### src/design/tcu_map.svh
// Register map, field codes and reset values of the timer capture unit
`ifndef TCU_MAP_SVH
`define TCU_MAP_SVH
// Register byte offsets
`define TCU_OFS_CTRL   8'h00
`define TCU_OFS_VLOW   8'h04
`define TCU_OFS_VHIGH  8'h08
`define TCU_OFS_STAT   8'h0C
`define TCU_OFS_MASK   8'h10
// Reset values
`define TCU_CTRL_RST   8'h00
`define TCU_VAL_RST    16'h0000
// Mode field position and codes
`define TCU_MODE_LSB   0
`define TCU_MODE_MSB   3
`define TCU_FLAG_BIT   0
`define TCU_MODE_OFF   4'h0
`define TCU_MODE_RSV1  4'h1
`define TCU_MODE_CMPT  4'h2
`define TCU_MODE_RSV3  4'h3
`define TCU_MODE_FALL  4'h4
`define TCU_MODE_RISE  4'h5
`define TCU_MODE_RISE4 4'h6
`define TCU_MODE_RISE16 4'h7
// Prescaler terminal counts
`define TCU_PS4_LAST   4'h3
`define TCU_PS16_LAST  4'hF
// Bus responses
`define TCU_RESP_OKAY  2'b00
`define TCU_RESP_SLVERR 2'b10
`endif

### src/design/tcu_pkg.sv
// Types shared by the timer capture unit modules
`default_nettype none
package tcu_pkg;
`include "tcu_map.svh"
  typedef enum logic [3:0] {
    TCU_M_OFF    = `TCU_MODE_OFF,
    TCU_M_RSV1   = `TCU_MODE_RSV1,
    TCU_M_CMPT   = `TCU_MODE_CMPT,
    TCU_M_RSV3   = `TCU_MODE_RSV3,
    TCU_M_FALL   = `TCU_MODE_FALL,
    TCU_M_RISE   = `TCU_MODE_RISE,
    TCU_M_RISE4  = `TCU_MODE_RISE4,
    TCU_M_RISE16 = `TCU_MODE_RISE16
  } tcu_mode_t;
  // Register select from address decode
  typedef enum logic [2:0] {
    TCU_SEL_CTRL, TCU_SEL_VLOW, TCU_SEL_VHIGH, TCU_SEL_STAT, TCU_SEL_MASK, TCU_SEL_NONE
  } tcu_sel_t;
  // Pin drive group
  typedef struct packed {
    logic level;
    logic oe_n;
  } tcu_pin_t;
  typedef struct packed {
    logic meta;
    logic lvl;
  } tcu_sync_st_t;
  typedef struct packed {
    logic [3:0] cnt;
  } tcu_ps_st_t;
  typedef struct packed {
    logic [7:0]  ctrl;
    logic [15:0] val;
    logic        flag;
    logic        irq_en;
    logic        prev;
    logic        match_prev;
    logic        cmp_out;
    logic        aw_held;
    logic [7:0]  awaddr;
    logic        w_held;
    logic [7:0]  wdata;
    logic        wstb;
    logic        bvalid;
    logic [1:0]  bresp;
    logic        rvalid;
    logic [7:0]  rdata;
    logic [1:0]  rresp;
  } tcu_st_t;
endpackage
`default_nettype wire

### src/design/tcu_sync.sv
// Two-stage synchroniser for the capture pin
`default_nettype none
module tcu_sync (
  // Clock and reset
  input  wire logic i_clk_sys,
  input  wire logic i_rst_n,
  // Asynchronous level in, synchronised level out
  input  wire logic i_async,
  output logic      o_sync
);
  tcu_pkg::tcu_sync_st_t st_r;
  tcu_pkg::tcu_sync_st_t st_nxt;

  always_comb begin
    st_nxt      = st_r;
    st_nxt.meta = i_async;
    st_nxt.lvl  = st_r.meta; // Only reader of the first stage
  end

  always_ff @(posedge i_clk_sys or negedge i_rst_n) begin
    if (!i_rst_n) begin
      st_r <= '0;
    end else begin
      st_r <= st_nxt;
    end
  end

  assign o_sync = st_r.lvl;
endmodule // tcu_sync
`default_nettype wire

### src/design/tcu_prescale.sv
// Capture event prescaler: turns pin edges into capture strobes
`default_nettype none
`include "tcu_map.svh"
module tcu_prescale (
  // Clock and reset
  input  wire logic               i_clk_sys,
  input  wire logic               i_rst_n,
  // Mode and edges
  input  wire tcu_pkg::tcu_mode_t i_mode,
  input  wire logic               i_rise,
  input  wire logic               i_fall,
  // Capture strobe
  output logic                    o_capture
);
  tcu_pkg::tcu_ps_st_t st_r;
  tcu_pkg::tcu_ps_st_t st_nxt;
  logic                is_cap;

  assign is_cap = (i_mode == tcu_pkg::TCU_M_FALL) || (i_mode == tcu_pkg::TCU_M_RISE) ||
                  (i_mode == tcu_pkg::TCU_M_RISE4) || (i_mode == tcu_pkg::TCU_M_RISE16);

  // Strobe per mode; reserved and compare codes never capture
  always_comb begin
    case (i_mode)
      tcu_pkg::TCU_M_FALL:   o_capture = i_fall;
      tcu_pkg::TCU_M_RISE:   o_capture = i_rise;
      tcu_pkg::TCU_M_RISE4:  o_capture = i_rise && ({2'b00, st_r.cnt[1:0]} == `TCU_PS4_LAST);
      tcu_pkg::TCU_M_RISE16: o_capture = i_rise && (st_r.cnt == `TCU_PS16_LAST);
      default:               o_capture = 1'b0;
    endcase
  end

  // Count rises; a new prescale keeps the old count, so a switch may fire early
  always_comb begin
    st_nxt = st_r;
    if (!is_cap) begin
      st_nxt.cnt = 4'h0;
    end else if (i_rise) begin
      st_nxt.cnt = st_r.cnt + 4'h1;
    end
  end

  always_ff @(posedge i_clk_sys or negedge i_rst_n) begin
    if (!i_rst_n) begin
      st_r <= '0;
    end else begin
      st_r <= st_nxt;
    end
  end
endmodule // tcu_prescale
`default_nettype wire

### src/design/tcu_top.sv
// Timer capture unit: capture/compare core with AXI4-Lite registers
//
// Added by the designer: register access over AXI4-Lite and the register addresses.
`default_nettype none
`include "tcu_map.svh"
module tcu_top (
  // Clock and reset
  input  wire logic        i_clk_sys,
  input  wire logic        i_rst_n,
  // AXI4-Lite write address
  input  wire logic [7:0]  i_awaddr,
  input  wire logic        i_awvalid,
  output logic             o_awready,
  // AXI4-Lite write data
  input  wire logic [31:0] i_wdata,
  input  wire logic [3:0]  i_wstrb,
  input  wire logic        i_wvalid,
  output logic             o_wready,
  // AXI4-Lite write response
  output logic [1:0]       o_bresp,
  output logic             o_bvalid,
  input  wire logic        i_bready,
  // AXI4-Lite read address
  input  wire logic [7:0]  i_araddr,
  input  wire logic        i_arvalid,
  output logic             o_arready,
  // AXI4-Lite read data
  output logic [31:0]      o_rdata,
  output logic [1:0]       o_rresp,
  output logic             o_rvalid,
  input  wire logic        i_rready,
  // Timer count, same clock domain
  input  wire logic [15:0] i_timebase_one_count,
  // Port logic sharing the pin
  input  wire logic        i_pin_direction_bit,
  input  wire logic        i_port_latch,
  // Capture pin, three-signal form
  input  wire logic        i_capture_pin,
  output logic             o_capture_pin,
  output logic             o_capture_pin_oe_n,
  // Interrupt
  output logic             o_irq
);
  tcu_pkg::tcu_st_t   st_r;
  tcu_pkg::tcu_st_t   st_nxt;
  tcu_pkg::tcu_mode_t mode;
  tcu_pkg::tcu_sel_t  wsel;
  tcu_pkg::tcu_sel_t  rsel;
  logic               pin_lvl;
  logic               rise;
  logic               fall;
  logic               cap_stb;
  logic               match;
  logic               match_stb;
  logic               do_wr;
  logic               do_rd;
  logic               flag_set;
  logic               flag_clr;
  logic [7:0]         rd_val;

  // Shared decode of a register byte address
  function automatic tcu_pkg::tcu_sel_t tcu_decode(input logic [7:0] addr);
    tcu_pkg::tcu_sel_t sel;
    if (addr == `TCU_OFS_CTRL) begin
      sel = tcu_pkg::TCU_SEL_CTRL;
    end else if (addr == `TCU_OFS_VLOW) begin
      sel = tcu_pkg::TCU_SEL_VLOW;
    end else if (addr == `TCU_OFS_VHIGH) begin
      sel = tcu_pkg::TCU_SEL_VHIGH;
    end else if (addr == `TCU_OFS_STAT) begin
      sel = tcu_pkg::TCU_SEL_STAT;
    end else if (addr == `TCU_OFS_MASK) begin
      sel = tcu_pkg::TCU_SEL_MASK;
    end else begin
      sel = tcu_pkg::TCU_SEL_NONE;
    end
    return sel;
  endfunction

  assign mode = tcu_pkg::tcu_mode_t'(st_r.ctrl[`TCU_MODE_MSB:`TCU_MODE_LSB]);
  assign wsel = tcu_decode(st_r.awaddr);
  assign rsel = tcu_decode(i_araddr);

  tcu_sync u_sync (
    .i_clk_sys (i_clk_sys),
    .i_rst_n   (i_rst_n),
    .i_async   (i_capture_pin),
    .o_sync    (pin_lvl)
  );

  // Edges from the synchronised level; mode changes are not filtered
  // no glitch suppression
  assign rise = pin_lvl && !st_r.prev;
  assign fall = !pin_lvl && st_r.prev;

  // Strobe from the selected edge and prescale
  tcu_prescale u_prescale (
    .i_clk_sys (i_clk_sys),
    .i_rst_n   (i_rst_n),
    .i_mode    (mode),
    .i_rise    (rise),
    .i_fall    (fall),
    .o_capture (cap_stb)
  );

  // Compare hits once per arrival at the match, not every cycle it lasts
  assign match     = (i_timebase_one_count == st_r.val);
  assign match_stb = (mode == tcu_pkg::TCU_M_CMPT) && match && !st_r.match_prev;

  // Bus handshakes; one write and one read in flight
  assign o_awready = !st_r.aw_held;
  assign o_wready  = !st_r.w_held;
  assign o_arready = !st_r.rvalid;
  assign do_wr     = st_r.aw_held && st_r.w_held && !st_r.bvalid;
  assign do_rd     = i_arvalid && !st_r.rvalid;

  // Read mux; unused bits read as zero, except CTRL bits 7:4, which read back as written
  always_comb begin
    if (rsel == tcu_pkg::TCU_SEL_CTRL) begin
      rd_val = st_r.ctrl;
    end else if (rsel == tcu_pkg::TCU_SEL_VLOW) begin
      rd_val = st_r.val[7:0];
    end else if (rsel == tcu_pkg::TCU_SEL_VHIGH) begin
      rd_val = st_r.val[15:8];
    end else if (rsel == tcu_pkg::TCU_SEL_STAT) begin
      rd_val = {7'h00, st_r.flag};
    end else if (rsel == tcu_pkg::TCU_SEL_MASK) begin
      rd_val = {7'h00, st_r.irq_en};
    end else begin
      rd_val = 8'h00;
    end
  end

  // Flag events and software clears; set beats clear in the same cycle
  // capture sets flag
  assign flag_set = cap_stb || match_stb;
  assign flag_clr = (do_rd && (rsel == tcu_pkg::TCU_SEL_STAT)) ||
                    (do_wr && st_r.wstb && (wsel == tcu_pkg::TCU_SEL_STAT) &&
                     st_r.wdata[`TCU_FLAG_BIT]);

  // Next-state logic for registers, pin state and bus channels
  always_comb begin
    st_nxt            = st_r;
    st_nxt.prev       = pin_lvl;
    st_nxt.match_prev = match;
    // Write address and data, taken in either order
    if (i_awvalid && o_awready) begin
      st_nxt.aw_held = 1'b1;
      st_nxt.awaddr  = i_awaddr;
    end
    if (i_wvalid && o_wready) begin
      st_nxt.w_held = 1'b1;
      st_nxt.wdata  = i_wdata[7:0];
      st_nxt.wstb   = i_wstrb[0];
    end
    // Register writes; only byte lane 0 carries data
    if (do_wr) begin
      st_nxt.bvalid = 1'b1;
      st_nxt.bresp  = (wsel == tcu_pkg::TCU_SEL_NONE) ? `TCU_RESP_SLVERR : `TCU_RESP_OKAY;
      if (st_r.wstb) begin
        if (wsel == tcu_pkg::TCU_SEL_CTRL) begin
          st_nxt.ctrl = st_r.wdata;
        end else if (wsel == tcu_pkg::TCU_SEL_VLOW) begin
          st_nxt.val[7:0] = st_r.wdata;
        end else if (wsel == tcu_pkg::TCU_SEL_VHIGH) begin
          st_nxt.val[15:8] = st_r.wdata;
        end else if (wsel == tcu_pkg::TCU_SEL_MASK) begin
          st_nxt.irq_en = st_r.wdata[`TCU_FLAG_BIT];
        end
      end
    end
    if (st_r.bvalid && i_bready) begin
      st_nxt.bvalid  = 1'b0;
      st_nxt.aw_held = 1'b0;
      st_nxt.w_held  = 1'b0;
    end
    // Read data registered at address acceptance
    if (do_rd) begin
      st_nxt.rvalid = 1'b1;
      st_nxt.rdata  = rd_val;
      st_nxt.rresp  = (rsel == tcu_pkg::TCU_SEL_NONE) ? `TCU_RESP_SLVERR : `TCU_RESP_OKAY;
    end else if (st_r.rvalid && i_rready) begin
      st_nxt.rvalid = 1'b0;
    end
    if (cap_stb) begin
      st_nxt.val = i_timebase_one_count; // Capture outranks a same-cycle write
    end
    if (match_stb) begin
      st_nxt.cmp_out = !st_r.cmp_out;
    end
    if (mode == tcu_pkg::TCU_M_OFF) begin
      st_nxt.cmp_out = 1'b0;
    end
    st_nxt.flag = flag_set || (st_r.flag && !flag_clr);
  end

  always_ff @(posedge i_clk_sys or negedge i_rst_n) begin
    if (!i_rst_n) begin
      st_r      <= '0;
      st_r.ctrl <= `TCU_CTRL_RST;
      st_r.val  <= `TCU_VAL_RST;
    end else begin
      st_r <= st_nxt;
    end
  end

  // Pin drive: compare owns the pin, else the port latch when set as output
  // port write reaches edge logic
  always_comb begin
    if (mode == tcu_pkg::TCU_M_CMPT) begin
      o_capture_pin      = st_r.cmp_out;
      o_capture_pin_oe_n = 1'b0;
    end else if (!i_pin_direction_bit) begin
      o_capture_pin      = i_port_latch;
      o_capture_pin_oe_n = 1'b0;
    end else begin
      o_capture_pin      = 1'b0;
      o_capture_pin_oe_n = 1'b1;
    end
  end

  // Bus outputs straight from state
  assign o_bvalid = st_r.bvalid;
  assign o_bresp  = st_r.bresp;
  assign o_rvalid = st_r.rvalid;
  assign o_rresp  = st_r.rresp;
  assign o_rdata  = {24'h00_0000, st_r.rdata};
  assign o_irq    = st_r.flag && st_r.irq_en;
endmodule // tcu_top
`default_nettype wire

### config.mk
export PLATFORM = sky130hd
export DESIGN_NAME = tcu_top
export DESIGN_NICKNAME = d
export VERILOG_FILES = /design/src/design/tcu_pkg.sv /design/src/design/tcu_sync.sv /design/src/design/tcu_prescale.sv /design/src/design/tcu_top.sv
export VERILOG_INCLUDE_DIRS = /design/src /design/src/design
export SDC_FILE = /design/constraint.sdc
export NUM_CORES = 1
export LEC_CHECK = 0
export CAP_MARGIN = 20
export CORE_MARGIN = 3
export CORE_UTILIZATION = 63
export DETAILED_ROUTE_END_ITERATION = 10
export DONT_BUFFER_PORTS = 1
export PLACE_DENSITY = 0.79
export SYNTH_ARGS = -nofsm -noshare
export SYNTH_HDL_FRONTEND = slang
export SYNTH_HIERARCHICAL = 1
export SYNTH_SLANG_ARGS = --single-unit
### constraint.sdc
create_clock -name i_clk_sys -period 2.6 [get_ports i_clk_sys]
set_clock_uncertainty 0.1 [all_clocks]
set_input_delay 0.39 -clock i_clk_sys [delete_from_list [all_inputs] [get_ports i_clk_sys]]
set_output_delay 0.39 -clock i_clk_sys [all_outputs]
set_load 0.005 [all_outputs]
# Word level (Yosys, flattened, before mapping)
# Cells that the tools add are included.
# word_totals
regBits	68
input_bits	78
out_inout_bits	44
wordCells	147
# classes
addsub	1
n_eq_ne	29
muxes	41
bitwise	3
reduce_logical	52
# ops
op	count
$mux W16	4
$mux W8	6
$eq A8 B4 Y1 const B	4
$mux W3	9
$logic_and A1 B1 Y1	19
$reduce_bool A2 Y1	9
$eq A16 B16 Y1	1
$eq A4 B3 Y1 const B	4
$eq A8 B3 Y1 const B	2
$eq A8 B5 Y1 const B	2
$logic_not A8 Y1	2
$mux W1	15
$eq A3 B2 Y1 const B	4
$eq A3 B3 Y1 const B	4
$mux W10	1
$logic_not A1 Y1	9
$mux W9	1
$mux W4	2
$eq A3 B1 Y1 const B	2
$logic_not A3 Y1	2
$logic_or A1 B1 Y1	6
$reduce_and A6 Y1	1
$reduce_and A5 Y1	1
$add A4 B1 Y4 const B	1
11 further kinds	15

# Depth between registers and ports, before layout
# logic_depth
word_depth	13
mapped_depth	9
ltp_nobuf	6

# By module
# The synthesis kept the hierarchy.
# by_module_without_submodules
mod	n_inst	cells_each	area_each_um2	seq_area_each_um2
tcu_top	1	297	3213.1	1501.4
tcu_prescale	1	22	220.2	100.1
tcu_sync	1	2	50.0	50.0

# Least setup slack after synthesis
# Ideal clock, no wire load.
# synth_path
kind	register -> register
from	register st_r[30] (netlist name)
to	register st_r[46] (netlist name)
setup_time_ns	0.125
arrival_ns	1.966
required_time_ns	2.375
path_slack_ns	0.409
path_stages_with_launch	6
n_path_buf	0
period_less_slack_ns	2.191
cell_sequence	dfrtp_1 -> or4_4 -> nor4_4 -> nand3b_4 -> mux2_1 -> mux2_2
# synth_between
elab_chain_len	9
elab_cells_between_ends	17
classes_between	eq/ne: 8; mux: 5; reduce/logical: 4
# synth_rtl
item	line_no	rtl
start: declaration	tcu_top.sv:44	tcu_pkg::tcu_st_t st_r;
start signal: assignment	tcu_top.sv:203	st_r <= st_nxt;
$eq A8 B5 Y1 (no source line)	--	
$mux W1	tcu_top.sv:72	end else if (addr == `TCU_OFS_MASK) begin
$mux W3	tcu_top.sv:70	end else if (addr == `TCU_OFS_STAT) begin
$mux W3	tcu_top.sv:68	end else if (addr == `TCU_OFS_VHIGH) begin
$mux W3	tcu_top.sv:66	end else if (addr == `TCU_OFS_VLOW) begin
$mux W3 *	tcu_top.sv:64	if (addr == `TCU_OFS_CTRL) begin
$eq A3 B1 Y1 (tied with other cells)	tcu_top.sv:163	end else if (wsel == tcu_pkg::TCU_SEL_VLOW) begin
$ne A2 B2 Y1 (no source line) / $reduce_bool A2 Y1 (equally long branches)	--	
$reduce_and A5 Y1 (no source line) *	--	
# Every way passes the cells marked *; elsewhere a longest branch is shown, timed or not.
# A chain may end at the register's enable or synchronous reset.

# Final worst setup path
# Ends and elaborated chain as after synthesis.

==> results_dict.tcl <==
set metrics [dict create \
    crit_buf_inv 0 \
    layout-drive-gt1-share_pct 18.0 \
    synth_edf_count 0 \
    synthXorXnorAreaFrac_pct 4.78 \
    maxCapViolations 0 \
    use_met1_pct 28.4 \
    peakVddDrop_mv 0.618 \
    grt_pass1_vias 2213 \
    setup_viol 0 \
    io_pins 122 \
    tightest_slew_ns 0.674 \
    grt_util_all_layers_pct 22.3 \
    avgSynthCellArea_um2 10.9 \
    p_leak_uw 0.00160 \
    hpwl_um 4610 \
    crit_path_max_incr_delay_ns 0.57 \
    wl_per_cell_um 16.4 \
    layout_commonest_cell "dfrtp_1" \
    muxShareOfSynthArea_pct 19.6 \
    num_vias 2169 \
    final_core_utilization_pct 69.9 \
    final_cell_mix "dfrtp_1 (66), nand2_1 (39), mux2_2 (35), o21ai_0 (28), conb_1 (26)" \
    drc 0 \
    tns_ns 0 \
    synth-simple-area-share_pct 12.4 \
    async_flop_share_pct 100 \
    wl_um 6440 \
    grt_max_degree 67 \
    crit_slowest_cell "or4_4" \
    synth_compound_area_share_pct 5.89 \
    synth_top_family_by_area "multiplexers" \
    cp_max_fo 8 \
    endpoint_kind "register" \
    synthAdderAreaFrac_pct 0.359 \
    post-route-period-util_pct 91.2 \
    vias_per_cell 5.53 \
    syn_to_final_growth_pct 5.03 \
    place_congestion 0.743 \
    hold_class "in -> reg" \
    cts-root-buf "clkbuf_8" \
    clk_pin_slew_ns 0.07 \
    worstPathCellList "or4_4 > nor4_4 > nand3b_4 > mux2_1 > mux2_2" \
    n_antenna_cell 0 \
    grt_pass1_wl_um 10700 \
    fp.dieH_um 80.4 \
    relSlewSlack_pct 55.0 \
    cts_sinks 66 \
    arrival_ns 2.50 \
    use_met3_pct 6.17 \
    rsz0062_at_grt "false" \
    yosysWarnings 6 \
    status "finished clean" \
    power_uw 3310 \
    final_antenna_net_count 0 \
    io_buffers 0 \
    syn_area_um2 3480 \
    postCtsSetupBuffers 0 \
    layout.cells.non_filler 392 \
    ys_seq_area_share_pct 47.4 \
    synth_seq_cells 66 \
    grt_busiest_layer "met2" \
    synth_cell_type_count 39 \
    worstPathRequired_ns 2.73 \
    start_util_pct 66.5 \
    hold_viol_final 0 \
    period_minus_slack_ns 2.37 \
    drt_iter0_markers 105 \
    die-area_um2 6460 \
    antenna_found_initial 0 \
    grt.met2_usage_pct 34.7 \
    nNetsFinal 396 \
    crit_path_start_kind "register" \
    dp.cells 373 \
    h-tree-depth 3 \
    path_delay_family "simple AND/OR/NAND/NOR gates" \
    cts_tree "done" \
    drv_slew 0 \
    synth_flop_cell "dfrtp_1" \
    core.rowCount 26 \
    cts_buffers 9 \
    first_pass_iters 4 \
    powerDensity_nw_per_um2 904 \
    grt_overflow 0 \
    hold_buffers 3 \
    crit_type "reg -> reg" \
    postSynthCellCount 321 \
    fmax_mhz 422 \
    clk_latency_ns 0.34 \
    cts.path.max_buffers 2 \
    postPlaceCellArea_um2 3380 \
    finalInstanceArea_um2 3660 \
    die_w_um 80.4 \
    cts_resized 0 \
    fp.coreArea_um2 5240 \
]
-- cells in the mapped netlist, drive strengths merged (2+ instances only) --
library cell | count | area [um2]
a21oi | 2 | 10.0
nand3b | 3 | 35.0
mux2 | 43 | 484
buf | 40 | 290
nand2 | 39 | 146
nand2b | 2 | 12.5
nor4 | 5 | 46.3
nand4 | 5 | 31.3
nand3 | 2 | 10.0
mux2i | 20 | 200
o21ai | 28 | 140
inv | 3 | 11.3
dfrtp | 66 | 1650
and2 | 2 | 12.5
nor2b | 6 | 37.5
clkbuf | 7 | 26.3
xnor2 | 17 | 149
xor2 | 2 | 17.5
nor2 | 14 | 52.6
-- final timing paths --
check | start | to | slack, ns | cells after the start
worst max-delay path | st_r[30] | st_r[46] | 0.23 | 5
worst max register to register | st_r[30] | st_r[46] | 0.23 | 5
worst min register to register | u_sync/st_nxt[0] | u_sync/o_sync | 0.25 | 0
worst min-delay path | i_bready | st_r[23] | 0.03 | 1
max in group asynchronous | i_rst_n | st_r[51] | 1.65 | 2
min in group asynchronous | i_rst_n | o_rdata[4] | 0.47 | 2
-- through the flow --
| stage | setup WS (ns) | hold slack [ns] |
|---|---|---|
| after floorplan | 0.409 | -0.00559 |
| after global placement | 0.272 | -0.00354 |
| after detailed placement | 0.247 | -0.00378 |
| after CTS | 0.238 | 0.0202 |
| after global routing | 0.142 | 0.0194 |
| final | 0.230 | 0.0270 |
-- power breakdown --
part | leakage [uW] | internal [uW] | switching, uW
Combinational | 0.000665 | 403 | 276
Sequential | 0.000818 | 1310 | 300
Clock | 0.000120 | 632 | 383
Total | 0.00160 | 2350 | 958
-- cell families after synthesis --
family,after synthesis
AOI/OAI and AO/OA,37
xor gates and xnor gates,19
adders and majority gates,1
buffers and inverters,50
DFF,66
muxes,63
other,1
and+or+nand+nor,84
-- routing by layer --
layer	vias up	part of all wire, %	wire, um
met3	17	6.8	436
met1	1027	44	2830
met2	84	46	2990
met5	-	0	0
met4	0	2.8	179
li1	1041	-	-
-- sequential cells by signal (all words and copies together), names as in the netlist --
name             flops
mode                 4
o_bresp              1
o_bvalid             1
o_rdata              8
o_rresp              1
o_rvalid             1
st_r                44
u_prescale/st_r      4
u_sync/o_sync        1
u_sync/st_nxt        1
-- final cells by class --
class / instances / area [um2]
flip-flops and latches: 66 / 1650
fillers: 391 / 1580
clock buffers: 10 / 128
multi-input cells: 230 / 1600
clock inverters: 6 / 105
well taps: 70 / 87.6
inverters: 3 / 11.3
repair buffers: 7 / 77.6
Power figures use the tool's default switching activity.
